## config.mk

```make
export PLATFORM = sky130hd
export DESIGN_NAME = timer0_counter_reload_core
export DESIGN_NICKNAME = d
export VERILOG_FILES = /design/src/logic/timer0_pkg.sv /design/src/logic/timer0_counter_reload_core.sv /design/src/logic/timer0_prescaler.sv /design/src/logic/timer0_event_sync.sv
export VERILOG_INCLUDE_DIRS = /design/src /design/src/logic
export SDC_FILE = /design/constraint.sdc
export NUM_CORES = 1
export LEC_CHECK = 0
export BUFFER_PORTS_ARGS = -buffer_cell sky130_fd_sc_hd__buf_2
export CAP_MARGIN = 15
export CORE_ASPECT_RATIO = 1.75
export CORE_MARGIN = 4
export CORE_UTILIZATION = 33
export CTS_BUF_LIST = sky130_fd_sc_hd__clkbuf_8 sky130_fd_sc_hd__clkbuf_16
export DETAILED_ROUTE_END_ITERATION = 10
export HOLD_SLACK_MARGIN = 0.06
export MAX_ROUTING_LAYER = met4
export SYNTH_ARGS = -nofsm -noshare
export SYNTH_HDL_FRONTEND = slang
export SYNTH_SLANG_ARGS = --single-unit
```

## constraint.sdc

```tcl
create_clock -name ref_clk -period 4.66 [get_ports ref_clk]
set_clock_uncertainty 0.1 [all_clocks]
set_input_delay 0.466 -clock ref_clk [delete_from_list [all_inputs] [get_ports ref_clk]]
set_output_delay 0.466 -clock ref_clk [all_outputs]
set_load 0.005 [all_outputs]
```

## src/logic/timer0_regs.svh

```systemverilog
`ifndef TIMER0_REGS_SVH
`define TIMER0_REGS_SVH

// ****************************************************************
// register indices, byte address is four times the index
// ****************************************************************
`define IDX_RELOAD 8'hcd
`define IDX_SELECT 8'hd8
`define IDX_MODE 8'hda
`define IDX_COUNT 8'hdb
`define IDX_FLAGS 8'hdc

// ****************************************************************
// field positions
// ****************************************************************
`define SEL_GREEN_BIT 1
`define SEL_SRC_BIT 2
`define FLG_TIMER_BIT 0
`define FLG_TIEN_BIT 1
`define FLG_EVPIN_BIT 2
`define FLG_EVIEN_BIT 3

// ****************************************************************
// reset values, overflow boundary masks and prescaler exponent limits
// ****************************************************************
`define RST_BYTE 8'h00
`define MASK_256 8'hff
`define MASK_64 8'h3f
`define MASK_32 8'h1f
`define MASK_16 8'h0f
`define EXP_CPU_MAX 4'h8
`define EXP_HOSC_MAX 4'h7

`endif

```

## src/logic/timer0_pkg.sv

```systemverilog
package timer0_pkg;

  // mode register layout, msb first
  typedef struct packed {
    logic enb;
    logic [2:0] rate;
    logic cks;
    logic aload;
    logic toggle;
    logic pwm;
  } mode_t;

  // prescaler state
  typedef struct packed {
    logic [7:0] cnt;
  } presc_state_t;

  // event pin synchroniser state
  typedef struct packed {
    logic s1;
    logic s2;
    logic s3;
  } sync_state_t;

  // outputs of the core towards the rest of the chip
  typedef struct packed {
    logic overflow;
    logic compare_match;
    logic timer_irq;
    logic wake_request;
    logic event_wake_allow;
    logic event_pin_irq;
    logic pwm_enable;
    logic toggle_enable;
  } core_out_t;

  // whole core state
  typedef struct packed {
    mode_t mode;
    logic green;
    logic src;
    logic [7:0] count;
    logic [7:0] hold;
    logic [7:0] active;
    logic tflag;
    logic tien;
    logic evflag;
    logic evien;
    logic waitreq;
    logic [7:0] rdata;
    core_out_t out;
  } core_state_t;

endpackage : timer0_pkg

```

## src/logic/timer0_counter_reload_core.sv

```systemverilog
`timescale 1ns/1ns
`include "timer0_regs.svh"


module timer0_counter_reload_core
(
  // clock and reset
  input wire logic ref_clk,
  input wire logic reset_n,
  // avalon-mm slave
  input wire logic [9:0] address,
  input wire logic read,
  input wire logic write,
  input wire logic [31:0] writedata,
  output logic [31:0] readdata,
  output logic waitrequest,
  // clock enables and system state
  input wire logic cpu_tick,
  input wire logic green_mode,
  // event pin
  input wire logic event_input_pin,
  // towards pwm, buzzer, interrupt and wake logic
  output logic overflow,
  output logic compare_match,
  output logic timer_irq,
  output logic wake_request,
  output logic event_wake_allow,
  output logic event_pin_irq,
  output logic pwm_enable,
  output logic toggle_enable
);

  // ****************************************************************
  // declarations
  // ****************************************************************
  timer0_pkg::core_state_t state_reg;
  timer0_pkg::core_state_t state_next;
  logic presc_enable;
  logic presc_src_tick;
  logic [3:0] presc_exponent;
  logic presc_tick;
  logic event_fall;
  logic [7:0] index;
  logic bus_take;
  logic bus_write;
  logic step;
  logic hit;
  logic reload_on;
  logic [7:0] bound_mask;
  logic [7:0] read_mux;
  logic running;
  logic event_mode;
  logic pwm_on;

  // ****************************************************************
  // mode decode
  // ****************************************************************

  assign running = state_reg.mode.enb;
  // bit 3 selects the event pin
  // in event mode the rate and source select are ignored
  assign event_mode = state_reg.mode.cks;
  // pwm resolution applies only to the internal clock
  assign pwm_on = state_reg.mode.pwm && !event_mode;

  // ****************************************************************
  // clock sources
  // ****************************************************************

  // prescaler runs only for the internal source
  // rate ignored in event mode
  assign presc_enable = running && !event_mode;
  assign presc_src_tick = state_reg.src ? 1'b1 : cpu_tick;
  assign presc_exponent = state_reg.src ?
    (`EXP_HOSC_MAX - {1'b0, state_reg.mode.rate}) :
    (`EXP_CPU_MAX - {1'b0, state_reg.mode.rate});

  // divides the chosen source by two to the exponent
  timer0_prescaler u_prescaler
  (
    .ref_clk(ref_clk),
    .reset_n(reset_n),
    .enable(presc_enable),
    .src_tick(presc_src_tick),
    .exponent(presc_exponent),
    .tick(presc_tick)
  );

  timer0_event_sync u_event_sync
  (
    .ref_clk(ref_clk),
    .reset_n(reset_n),
    .pin(event_input_pin),
    .fall(event_fall)
  );

  // ****************************************************************
  // counting decisions
  // ****************************************************************

  assign step = running &&
    (event_mode ? event_fall : presc_tick);

  // boundary mask for the current mode
  // pwm resolution boundary
  always_comb
  begin
    bound_mask = `MASK_256;
    if (pwm_on)
    begin
      case ({state_reg.mode.aload, state_reg.mode.toggle})
        2'b00: bound_mask = `MASK_256;
        2'b01: bound_mask = `MASK_64;
        2'b10: bound_mask = `MASK_32;
        2'b11: bound_mask = `MASK_16;
        default: bound_mask = `MASK_256;
      endcase
    end
  end

  // overflow when the masked count is at full scale
  // bits above the boundary are don't care in pwm
  assign hit = step && ((state_reg.count & bound_mask) == bound_mask);

  assign reload_on = state_reg.mode.pwm || state_reg.mode.aload;

  // ****************************************************************
  // bus decode
  // ****************************************************************

  // word index of the byte address
  // address bits 1:0 are ignored, one register per word
  assign index = address[9:2];
  // a request is taken while waitrequest stands high
  assign bus_take = (read || write) && state_reg.waitreq;
  // a write lands on the edge that sees waitrequest low
  assign bus_write = write && !state_reg.waitreq;

  // read back, reload value is write only
  always_comb
  begin
    read_mux = `RST_BYTE;
    case (index)
      `IDX_RELOAD: read_mux = `RST_BYTE;
      `IDX_SELECT:
      begin
        read_mux[`SEL_GREEN_BIT] = state_reg.green;
        read_mux[`SEL_SRC_BIT] = state_reg.src;
      end
      `IDX_MODE: read_mux = state_reg.mode;
      `IDX_COUNT: read_mux = state_reg.count;
      // request flags and their enables share one byte
      `IDX_FLAGS:
      begin
        read_mux[`FLG_TIMER_BIT] = state_reg.tflag;
        read_mux[`FLG_TIEN_BIT] = state_reg.tien;
        read_mux[`FLG_EVPIN_BIT] = state_reg.evflag;
        read_mux[`FLG_EVIEN_BIT] = state_reg.evien;
      end
      default: read_mux = `RST_BYTE;
    endcase
  end

  // ****************************************************************
  // next state
  // ****************************************************************
  always_comb
  begin
    state_next = state_reg;

    // bus handshake, one cycle answer
    if (bus_take)
    begin
      state_next.waitreq = 1'b0;
      // the answer carries the value seen at the take edge
      state_next.rdata = read_mux;
    end
    else
    begin
      // idle or answering: busy again in the next cycle
      state_next.waitreq = 1'b1;
    end

    // counter advance and overflow reload
    if (step)
    begin
      if (hit)
      begin
        // holding moves to active
        // a reload write in this same cycle waits for the next overflow
        state_next.active = state_reg.hold;
        // new interval after overflow
        // without reload the count wraps to zero
        state_next.count = reload_on ? state_reg.hold : `RST_BYTE;
      end
      else
      begin
        state_next.count = state_reg.count + 8'h01;
      end
    end

    // register writes, clears before sets
    if (bus_write)
    begin
      case (index)
        `IDX_RELOAD:
        begin
          state_next.hold = writedata[7:0];
        end
        `IDX_SELECT:
        begin
          // unused select bits are dropped
          state_next.green = writedata[`SEL_GREEN_BIT];
          state_next.src = writedata[`SEL_SRC_BIT];
        end
        `IDX_MODE: state_next.mode = writedata[7:0];
        `IDX_COUNT: state_next.count = writedata[7:0];
        `IDX_FLAGS:
        begin
          // flag bits: zero clears, one keeps
          state_next.tflag = state_reg.tflag && writedata[`FLG_TIMER_BIT];
          state_next.tien = writedata[`FLG_TIEN_BIT];
          state_next.evflag = state_reg.evflag && writedata[`FLG_EVPIN_BIT];
          state_next.evien = writedata[`FLG_EVIEN_BIT];
        end
        // unmapped writes change nothing
        default: state_next.mode = state_reg.mode;
      endcase
    end

    if (hit)
    begin
      state_next.tflag = 1'b1;
    end

    // pin interrupt flag on falling edges in gpio use
    if (event_fall && !state_reg.mode.cks)
    begin
      state_next.evflag = 1'b1;
    end
    if (state_next.mode.cks)
    begin
      state_next.evflag = 1'b0;
    end

    // registered outputs
    state_next.out.overflow = hit;
    // compare match feeds the pwm duty generator
    state_next.out.compare_match = (state_next.count == state_next.active);
    state_next.out.timer_irq = state_next.tflag && state_next.tien;
    state_next.out.wake_request = hit && state_reg.green && green_mode;
    state_next.out.event_wake_allow = !state_next.mode.cks;
    state_next.out.event_pin_irq = state_next.evflag && state_next.evien &&
      !state_next.mode.cks;
    state_next.out.pwm_enable = state_next.mode.pwm;
    // buzzer toggle only counts outside pwm
    state_next.out.toggle_enable = state_next.mode.toggle && !state_next.mode.pwm;
  end

  // ****************************************************************
  // state register
  // ****************************************************************

  always_ff @(posedge ref_clk or negedge reset_n)
  begin
    if (!reset_n)
    begin
      state_reg <= '0;
      // bus idles busy, pin wake idles allowed
      state_reg.waitreq <= 1'b1;
      state_reg.out.event_wake_allow <= 1'b1;
    end
    else
    begin
      state_reg <= state_next;
    end
  end

  // ****************************************************************
  // outputs
  // ****************************************************************
  // bus answer, upper bytes read zero
  assign readdata = {24'h000000, state_reg.rdata};
  assign waitrequest = state_reg.waitreq;

  // timing events
  assign overflow = state_reg.out.overflow;
  assign compare_match = state_reg.out.compare_match;

  // requests towards interrupt and wake logic
  assign timer_irq = state_reg.out.timer_irq;
  assign wake_request = state_reg.out.wake_request;
  assign event_wake_allow = state_reg.out.event_wake_allow;
  assign event_pin_irq = state_reg.out.event_pin_irq;

  // waveform enables for pwm and buzzer
  assign pwm_enable = state_reg.out.pwm_enable;
  assign toggle_enable = state_reg.out.toggle_enable;

endmodule : timer0_counter_reload_core

```

## src/logic/timer0_prescaler.sv

```systemverilog
`timescale 1ns/1ns
`include "timer0_regs.svh"

module timer0_prescaler
(
  // clock and reset
  input wire logic ref_clk,
  input wire logic reset_n,
  // control
  input wire logic enable,
  input wire logic src_tick,
  input wire logic [3:0] exponent,
  // output
  output logic tick
);

  timer0_pkg::presc_state_t state_reg;
  timer0_pkg::presc_state_t state_next;
  logic [8:0] wide_mask;
  logic [7:0] mask;

  // divide mask of 2**exponent source ticks
  assign wide_mask = (9'h001 << exponent) - 9'h001;
  assign mask = wide_mask[7:0];
  assign tick = enable && src_tick && ((state_reg.cnt & mask) == mask);

  // free running count, cleared while stopped
  always_comb
  begin
    state_next = state_reg;
    if (!enable)
    begin
      state_next.cnt = `RST_BYTE;
    end
    else if (src_tick)
    begin
      state_next.cnt = state_reg.cnt + 8'h01;
    end
  end

  // state register
  always_ff @(posedge ref_clk or negedge reset_n)
  begin
    if (!reset_n)
    begin
      state_reg <= '0;
    end
    else
    begin
      state_reg <= state_next;
    end
  end

endmodule : timer0_prescaler

```

## src/logic/timer0_event_sync.sv

```systemverilog
`timescale 1ns/1ns

module timer0_event_sync
(
  // clock and reset
  input wire logic ref_clk,
  input wire logic reset_n,
  // asynchronous pin
  input wire logic pin,
  // synchronised falling edge
  output logic fall
);

  timer0_pkg::sync_state_t state_reg;
  timer0_pkg::sync_state_t state_next;

  // edge seen only after the second stage
  assign fall = state_reg.s3 && !state_reg.s2;

  // two stage synchroniser plus edge history
  always_comb
  begin
    state_next = state_reg;
    state_next.s1 = pin;
    state_next.s2 = state_reg.s1;
    state_next.s3 = state_reg.s2;
  end

  // state register, idle level high
  always_ff @(posedge ref_clk or negedge reset_n)
  begin
    if (!reset_n)
    begin
      state_reg <= 3'b111;
    end
    else
    begin
      state_reg <= state_next;
    end
  end

endmodule : timer0_event_sync

```

# After elaboration in Yosys (flattened, before gate mapping)
# Index checks and enable logic that the tools add are counted.
[word_totals]
regBits = 65
in_bits = 49
output_inout_bits = 41
elab_cells = 104
[op_classes]
addsub = 5
eq_ne = 12
shift = 1
mux = 27
bitwise_logic = 2
reduce_logical = 29
[ops]
columns = ["cell", "n"]
rows = [
  ["two-way mux 8 bit", 10],
  ["== test 8 bit, second input constant", 5],
  ["case mux 8 bit (4 select lines)", 1],
  ["== test 8 bit", 3],
  ["two-way mux 22 bit", 1],
  ["logical AND 1 bit", 18],
  ["adder 8 x 1 -> 8 bit, second input constant", 2],
  ["AND 8 bit", 2],
  ["two-way mux 4 bit", 4],
  ["case mux 2 bit (4 select lines)", 1],
  ["case mux 4 bit (2 select lines)", 1],
  ["left shift 1 x 4 -> 8 bit, first input constant", 1],
  ["subtractor 8 x 1 -> 8 bit, second input constant", 1],
  ["two-way mux 1 bit", 6],
  ["case mux 1 bit (3 select lines)", 2],
  ["AND reduction 2 bit", 3],
  ["zero test 1 bit", 5],
  ["== test 2 bit, second input constant", 2],
  ["subtractor 3 x 3 -> 4 bit, first input constant", 1],
  ["subtractor 4 x 3 -> 4 bit, first input constant", 1],
  ["== test 2 x 1 -> 1 bit, second input constant", 1],
  ["zero test 2 bit", 1],
  ["logical OR 1 bit", 2],
  ["two-way mux 2 bit", 1],
  ["inequality test 2 bit, second input constant", 1],
]

# Logic depth before layout (Yosys ltp)
# Gate-level depths: netlist of run 1.
[depth]
depth_word = 17
ltp_mapped = 18
depth_no_buf = 16

# Hierarchy
# A second synthesis of run 1 with hierarchy kept.
[hier_totals]
hier_cells = 342
area_unflattened_um2 = 3664.8
[modules_own_cells]
columns = ["mod", "instances", "cells_per_inst", "area_each_um2"]
rows = [
  ["timer0_counter_reload_core", 1, 282, 3051.7],
  ["timer0_prescaler", 1, 56, 520.5],
  ["timer0_event_sync", 1, 4, 92.6],
]

# Worst setup path before layout of run 1
# OpenSTA, ideal clock, no wires.
[synth_timing]
kind = "register to register"
startpoint = "reg state_reg[52] (netlist name)"
endpoint = "reg state_reg, in the netlist compare_match"
setup_ps = 96
arrival_time_ps = 3519
t_required_ps = 4464
setup_slack_ps = 945
stages_incl_launch_ff = 18
path_buffers = 1
period_less_slack_ps = 3715
cell_sequence = "dfrtp_1 buf_2 inv_1 ha_1 nor4b_1 a31o_2 a21oi_1 ha_1 nor2_1 nor3_1 o41ai_1 a221oi_4 o21ai_2 o31ai_2 mux2_2 a21oi_1 o22ai_1 nor4_2"
[synth_lines]
columns = ["element", "line", "text"]
rows = [
  ["start, declared", "timer0_counter_reload_core.sv:36", "timer0_pkg::core_state_t state_reg;"],
  ["start signal, assigned", "timer0_counter_reload_core.sv:275", "state_reg <= state_next;"],
]

==> reports/metrics.csv, run 1 <==
stage,metric,value,unit
drt,Post-Route WL,10600,microns
power_and_ir_drop,Clk network pwr share,50.0,%
power_and_ir_drop,peak supply drop,0.000149,V
synth,number of synthesized flops with an enable pin,0,
power_and_ir_drop,Reg power frac,42.2,%
clock_network,CTS buffer count,9,
job,MaxCap Viol Count,0,
power_and_ir_drop,pwr dens,303,nW/um^2
power_and_ir_drop,Internal Power,1.04,mW
final_layout,fill count,1226,
sta,Max transition margin,33.0,%
drt,# DRC,0,
die,core area,12100,sq um
sta,Final Hold Violating Endpoints,0,
synth,largest family of logic cells by synthesized area,simple AND/OR/NAND/NOR gates,
clock_network,worst skew pair latency,0.34,ns
die,Starting Density,33.9,%
sta,fin. max-slew vios,0,
die,Die Y,155,microns
min_path,Hold WC Path Type,in -> reg,
clock_network,Post-CTS Setup Repair Bufs,0,
synth,Post-Synth Simple-Gate Area,19.5,%
drt,WL per Instance,16.9,microns
clock_network,clock tree sinks,65,
drt,Via-to-Cell Ratio,5.27,
synth,post-synthesis async set-or-reset flop share,100,%
power_and_ir_drop,Static Leak,2.06,nW
synth,mux cell area share after synthesis,9.33,%
synth,Synth Area in Compound Gates,18.4,%
placed_design,Detail Placement HPWL,7930,microns
die,Top Ports,90,
sta,unrepaired setup endpoints after global routing,false,
clock_network,CTS tree,done,
synth,post-synthesis register bit count,65,
clock_network,Clock Tree Root,clkbuf_16,
final_layout,"commonest cells after routing, fill and taps aside","60 x dfrtp_1, 39 x buf_2, 36 x nand2_1",
sta,maximum clock frequency,231,MHz
sta,final critical-path required period,4.33,ns
synth,post-synthesis sequential area ratio,39.9,%
synth,Synth Area in Adders,1.22,%
sta,"Setup violations, final",0,
die,die width,92.2,microns
die,Die ar.,14300,sq um
final_layout,ANT cells,0,
final_layout,layout cells sized above 1,24.6,%
synth,Synth Area in XOR/XNOR,2.57,%
power_and_ir_drop,net switching power,362,uW
sta,Slew @ Worst Pin,0.998,ns
worst_setup_path,CP arrival,4.45,ns
power_and_ir_drop,total power,1.40,mW
worst_setup_path,WS Path Type,reg -> reg,
final_layout,"commonest non-fill, non-tap cell in the layout",dfrtp_1,
run_status,status,completed,
grt,first-pass GRT wire length,17500,microns
grt,Total GRT Usage,16.1,%
drt,post-route ant nets,0,
drt,DR iter-0 viols,183,
synth,Mapped Cells,427,
clock_network,cts hold-fix bufs,0,
synth,Yosys warnings,0,
grt,largest net degree at the start of global routing,66,
clock_network,Clock Tree Buf Depth,2,
grt,Overflow after GRT,0,
power_and_ir_drop,Logic pwr share,7.8,%
synth,Post-Syn Area,4090,sq um
drt,Via Count,3315,
clock_network,CTS clock-pin slew for the worst setup and hold paths,0.06,ns
placed_design,IO buf count,39,
worst_setup_path,CP required,4.77,ns
grt,vias in the first global route,3457,
placed_design,Final GP Congestion,0.872,
final_layout,share of the core filled with cells,38.4,%
worst_setup_path,Critical Path End Type,flop,
final_layout,fin nets,512,
worst_setup_path,crit path launch type,flop,
min_path,hold depth,1,
clock_network,Post-CTS Resized,0,
synth,Mean Syn Cell Area,9.58,sq um
worst_setup_path,FF-to-FF path depth,16,
synth,Netlist cell types,73,
sta,fin crit share,93.0,%
final_layout,Layout area overhead,13.4,%
worst_setup_path,critical path peak fanout,8,
sta,Sum Neg Setup Slack,0,ns
final_layout,Largest register FFs,35,
power_and_ir_drop,Sw Ratio,25.8,%
synth,top_reg_cell synth,dfrtp_1,
clock_network,# H-tree levels,3,
grt,initial antenna violation count,0,
die,num rows,53,
drt,number of iterations in the first detailed-routing pass,4,
==> logic make-up after synthesis <==
| group | Yosys count |
|---|---|
| adders and majority gates | 4 |
| xor gates and xnor gates | 12 |
| and+or+nand+nor | 152 |
| buffers and inverters | 59 |
| muxes | 35 |
| DFF | 65 |
| other | 1 |
| AOI/OAI and AO/OA | 99 |
==> cells in the mapped netlist (all sizes together) (4+ instances only) <==
| library cell | number | area, sq um |
|---|---|---|
| o21ai | 23 | 123 |
| and3 | 9 | 56.3 |
| nor4 | 4 | 31.3 |
| buf | 43 | 305 |
| a211oi | 5 | 42.5 |
| nand2b | 8 | 57.6 |
| nor2 | 32 | 123 |
| or3 | 4 | 25.0 |
| and2 | 9 | 58.8 |
| nor3 | 7 | 35.0 |
| o21a | 4 | 30.0 |
| mux2i | 13 | 130 |
| nand4 | 4 | 25.0 |
| clkbuf | 8 | 30.0 |
| nand2 | 36 | 135 |
| o22ai | 4 | 25.0 |
| ha | 4 | 50.1 |
| nor2b | 4 | 25.0 |
| or2 | 6 | 37.5 |
| a31oi | 7 | 43.8 |
| nand3 | 18 | 90.1 |
| mux2 | 22 | 251 |
| o31ai | 9 | 77.6 |
| xor2 | 9 | 78.8 |
| a21oi | 17 | 100 |
| inv | 8 | 30.0 |
| dfstp | 5 | 131 |
| dfrtp | 60 | 1500 |
==> worst paths after layout <==
check                                                      from                                    to  slack, ns
max                                   state_reg[51]$_DFFE_PN0P_               compare_match$_DFF_PN0_       0.33
min                                             event_input_pin  u_event_sync.state_next[1]$_DFF_PN1_       0.12
max reg2reg                           state_reg[51]$_DFFE_PN0P_               compare_match$_DFF_PN0_       0.33
min reg2reg                u_event_sync.state_next[1]$_DFF_PN1_  u_event_sync.state_next[0]$_DFF_PN1_       0.26
max in group asynchronous                               reset_n               state_reg[43]$_DFF_PN0_       3.70
min in group asynchronous                               reset_n                    overflow$_DFF_PN0_       0.21
==> layer usage <==
metal / part of all wire [%] / global-route usage [%]
met5: 0 / -
met3: 3.7 / 2.42
met1: 37 / 16.2
met2: 56 / 28.9
met4: 3.8 / 9.57
==> power by group through the flow <==
stage | clock (mW) | combinational, mW | sequential [mW]
global placement | 0 | 0.107 | 0.602
global route | 0.741 | 0.124 | 0.594
CTS | 0.717 | 0.109 | 0.592
detailed placement | 0 | 0.108 | 0.602
floorplan | 0 | 0.0838 | 0.596
finish | 0.702 | 0.110 | 0.593
==> critical path: stages, from the launching register on <==
cell,delay [ns]
dfrtp_1,0.34
inv_1,0.06
ha_1,0.45
nand2b_1,0.22
nor2_1,0.07
a22oi_1,0.32
ha_1,0.33
inv_1,0.09
nor4_1,0.48
a32oi_2,0.24
nand2_1,0.20
o21ai_2,0.12
buf_4,0.19
a211oi_1,0.33
o21a_1,0.18
o21ai_1,0.10
nor4_2,0.40
==> per-stage QoR <==
step / worst slack [ns] / cells / area (sq um) / hold WS (ns)
after floorplan: 0.945 / 450 / 4180 / 0.0704
after global placement: 0.295 / 613 / 4320 / 0.249
after detailed placement: 0.308 / 613 / 4320 / 0.249
after CTS: 0.280 / 629 / 4630 / 0.110
after global routing: 0.0407 / 629 / 4640 / 0.114
final: 0.328 / 629 / 4640 / 0.120
==> cell type report <==
class	count	area [sq um]	area share, %
inverters	8	30.0	0.647
repair buffers	49	270	5.83
multi-input cells	326	2190	47.2
clock inverters	7	82.6	1.78
clock buffers	9	225	4.86
well taps	165	206	4.45
flip-flops and latches	65	1630	35.2
Power figures use the tool's default switching activity.
==> run 2, diff against run 1 <==
--- a/config.mk
+++ b/config.mk
@@ -6,7 +6,7 @@
 export SDC_FILE = /design/constraint.sdc
 export NUM_CORES = 1
 export LEC_CHECK = 0
-export BUFFER_PORTS_ARGS = -buffer_cell sky130_fd_sc_hd__buf_2
+export BUFFER_PORTS_ARGS = -buffer_cell sky130_fd_sc_hd__clkbuf_2
 export CAP_MARGIN = 15
 export CORE_ASPECT_RATIO = 1.75
 export CORE_MARGIN = 4
==> reports/metrics.csv, run 2 (synthesis gave the netlist of run 1 again) <==
stage,metric,value,unit
sta,Slew @ Worst Pin,0.994,ns
clock_network,Post-CTS Resized,0,
clock_network,Post-CTS Setup Repair Bufs,0,
die,Die ar.,14300,sq um
run_status,status,completed,
grt,Total GRT Usage,15.9,%
power_and_ir_drop,peak supply drop,0.000153,V
sta,fin. max-slew vios,0,
die,Starting Density,33.9,%
final_layout,fin nets,512,
placed_design,IO buf count,39,
power_and_ir_drop,pwr dens,297,nW/um^2
worst_setup_path,Critical Path End Type,flop,
sta,final critical-path required period,4.25,ns
drt,DR iter-0 viols,221,
power_and_ir_drop,total power,1.37,mW
sta,maximum clock frequency,235,MHz
placed_design,Final GP Congestion,0.876,
sta,"Setup violations, final",0,
worst_setup_path,CP required,4.79,ns
placed_design,DP Worst Slack,0.445,ns
worst_setup_path,WS Path Type,reg -> reg,
drt,post-route ant nets,0,
clock_network,Clock Tree Buf Depth,2,
final_layout,ANT cells,0,
final_layout,"commonest cells after routing, fill and taps aside","60 x dfrtp_1, 38 x clkbuf_2, 36 x nand2_1",
grt,initial antenna violation count,0,
die,die width,92.2,microns
die,Top Ports,90,
grt,largest net degree at the start of global routing,41,
worst_setup_path,crit path launch type,flop,
sta,unrepaired setup endpoints after global routing,false,
power_and_ir_drop,Static Leak,2.06,nW
drt,number of iterations in the first detailed-routing pass,4,
final_layout,Largest register FFs,35,
sta,fin crit share,91.2,%
worst_setup_path,CP arrival,4.38,ns
clock_network,CTS tree,done,
drt,# DRC,0,
job,MaxCap Viol Count,0,
clock_network,CTS clock-pin slew for the worst setup and hold paths,0.06,ns
placed_design,placed cells,613,
sta,Final Hold Violating Endpoints,0,
final_layout,Layout area overhead,12.8,%
clock_network,Clock Tree Root,clkbuf_16,
sta,Max transition margin,33.3,%
min_path,Hold WC Path Type,in -> reg,
placed_design,dpl cell area,4320,sq um
sta,Sum Neg Setup Slack,0,ns
die,Die Y,155,microns
clock_network,CTS buffer count,9,
placed_design,Detail Placement HPWL,8030,microns
final_layout,"commonest non-fill, non-tap cell in the layout",dfrtp_1,
clock_network,worst skew pair latency,0.34,ns
clock_network,clock tree sinks,65,
drt,Post-Route WL,10400,microns
drt,WL per Instance,16.5,microns
grt,vias in the first global route,3439,
final_layout,post-route cell area,4610,sq um
final_layout,layout cells sized above 1,23.9,%
drt,Via Count,3314,
sta,setup ws final,0.411,ns
worst_setup_path,critical path peak fanout,8,
final_layout,non-filler cells in the finished layout,629,
clock_network,# H-tree levels,3,
die,num rows,53,
grt,Overflow after GRT,0,
die,core area,12100,sq um
grt,first-pass GRT wire length,17500,microns
drt,Via-to-Cell Ratio,5.27,
clock_network,cts hold-fix bufs,0,
==> run 2: cell types whose count changed in the layout (fill, tap and decap cells not counted), sizes merged <==
cell	delta
buf	-38
clkbuf	+38
clkinv	+4
clkinvlp	-2
inv	-2
==> run 2: power breakdown <==
| group | leakage, nW | switching [mW] | internal, mW | total (mW) |
|---|---|---|---|---|
| registers | 0.839 | 0.0137 | 0.579 | 0.592 |
| logic | 1.07 | 0.0676 | 0.0405 | 0.108 |
| clock network | 0.151 | 0.256 | 0.413 | 0.669 |
==> run 2: layout make-up <==
type | instances | area, sq um
multi-input combinational | 326 | 2180
clock buffer | 9 | 225
inverter | 8 | 30.0
timing repair buffer | 49 | 270
tap | 165 | 206
sequential | 65 | 1630
fill | 1227 | 7460
clock inverter | 7 | 70.1
==> run 2: metal layers <==
metal	vias up	track usage [%]	wire length (microns)
li1	1568	-	-
met1	1610	16.5	3850
met2	105	28.4	5720
met3	31	2.81	470
met4	0	8.36	345
met5	-	-	0
==> run 2: stage by stage <==
stage                     utilization (%)  hold slack (ns)
final                                38.2            0.104
after global routing                 38.2           0.0917
after CTS                            38.2           0.0938
after detailed placement             35.8            0.247
after global placement               35.8            0.249
after floorplan                         -           0.0704
==> run 2: worst max-delay path, cell delays in order (launching register included) <==
cell and delay (ns):
dfrtp_1 0.34, inv_1 0.06, ha_1 0.39, nor4b_1 0.41, a31o_2 0.16, a21oi_1 0.09
ha_1 0.32, nor2_1 0.04, nor3_1 0.18, o41ai_1 0.14, a221oi_4 0.26, o2111ai_1 0.26
and3_1 0.27, or2_1 0.24, o32ai_1 0.33, buf_4 0.18, o2111ai_1 0.11, nor4_2 0.27
==> run 2: final timing paths <==
check | to | slack (ns) | start | cells after the start
min in group asynchronous | overflow$_DFF_PN0_ | 0.16 | reset_n | 1
min reg2reg | u_event_sync.state_next[0]$_DFF_PN1_ | 0.25 | u_event_sync.state_next[1]$_DFF_PN1_ | 0
max in group asynchronous | state_reg[28]$_DFF_PN0_ | 3.39 | reset_n | 2
max reg2reg | compare_match$_DFF_PN0_ | 0.41 | state_reg[51]$_DFFE_PN0P_ | 17
min | u_event_sync.state_next[1]$_DFF_PN1_ | 0.10 | event_input_pin | 1
max | compare_match$_DFF_PN0_ | 0.41 | state_reg[51]$_DFFE_PN0P_ | 17
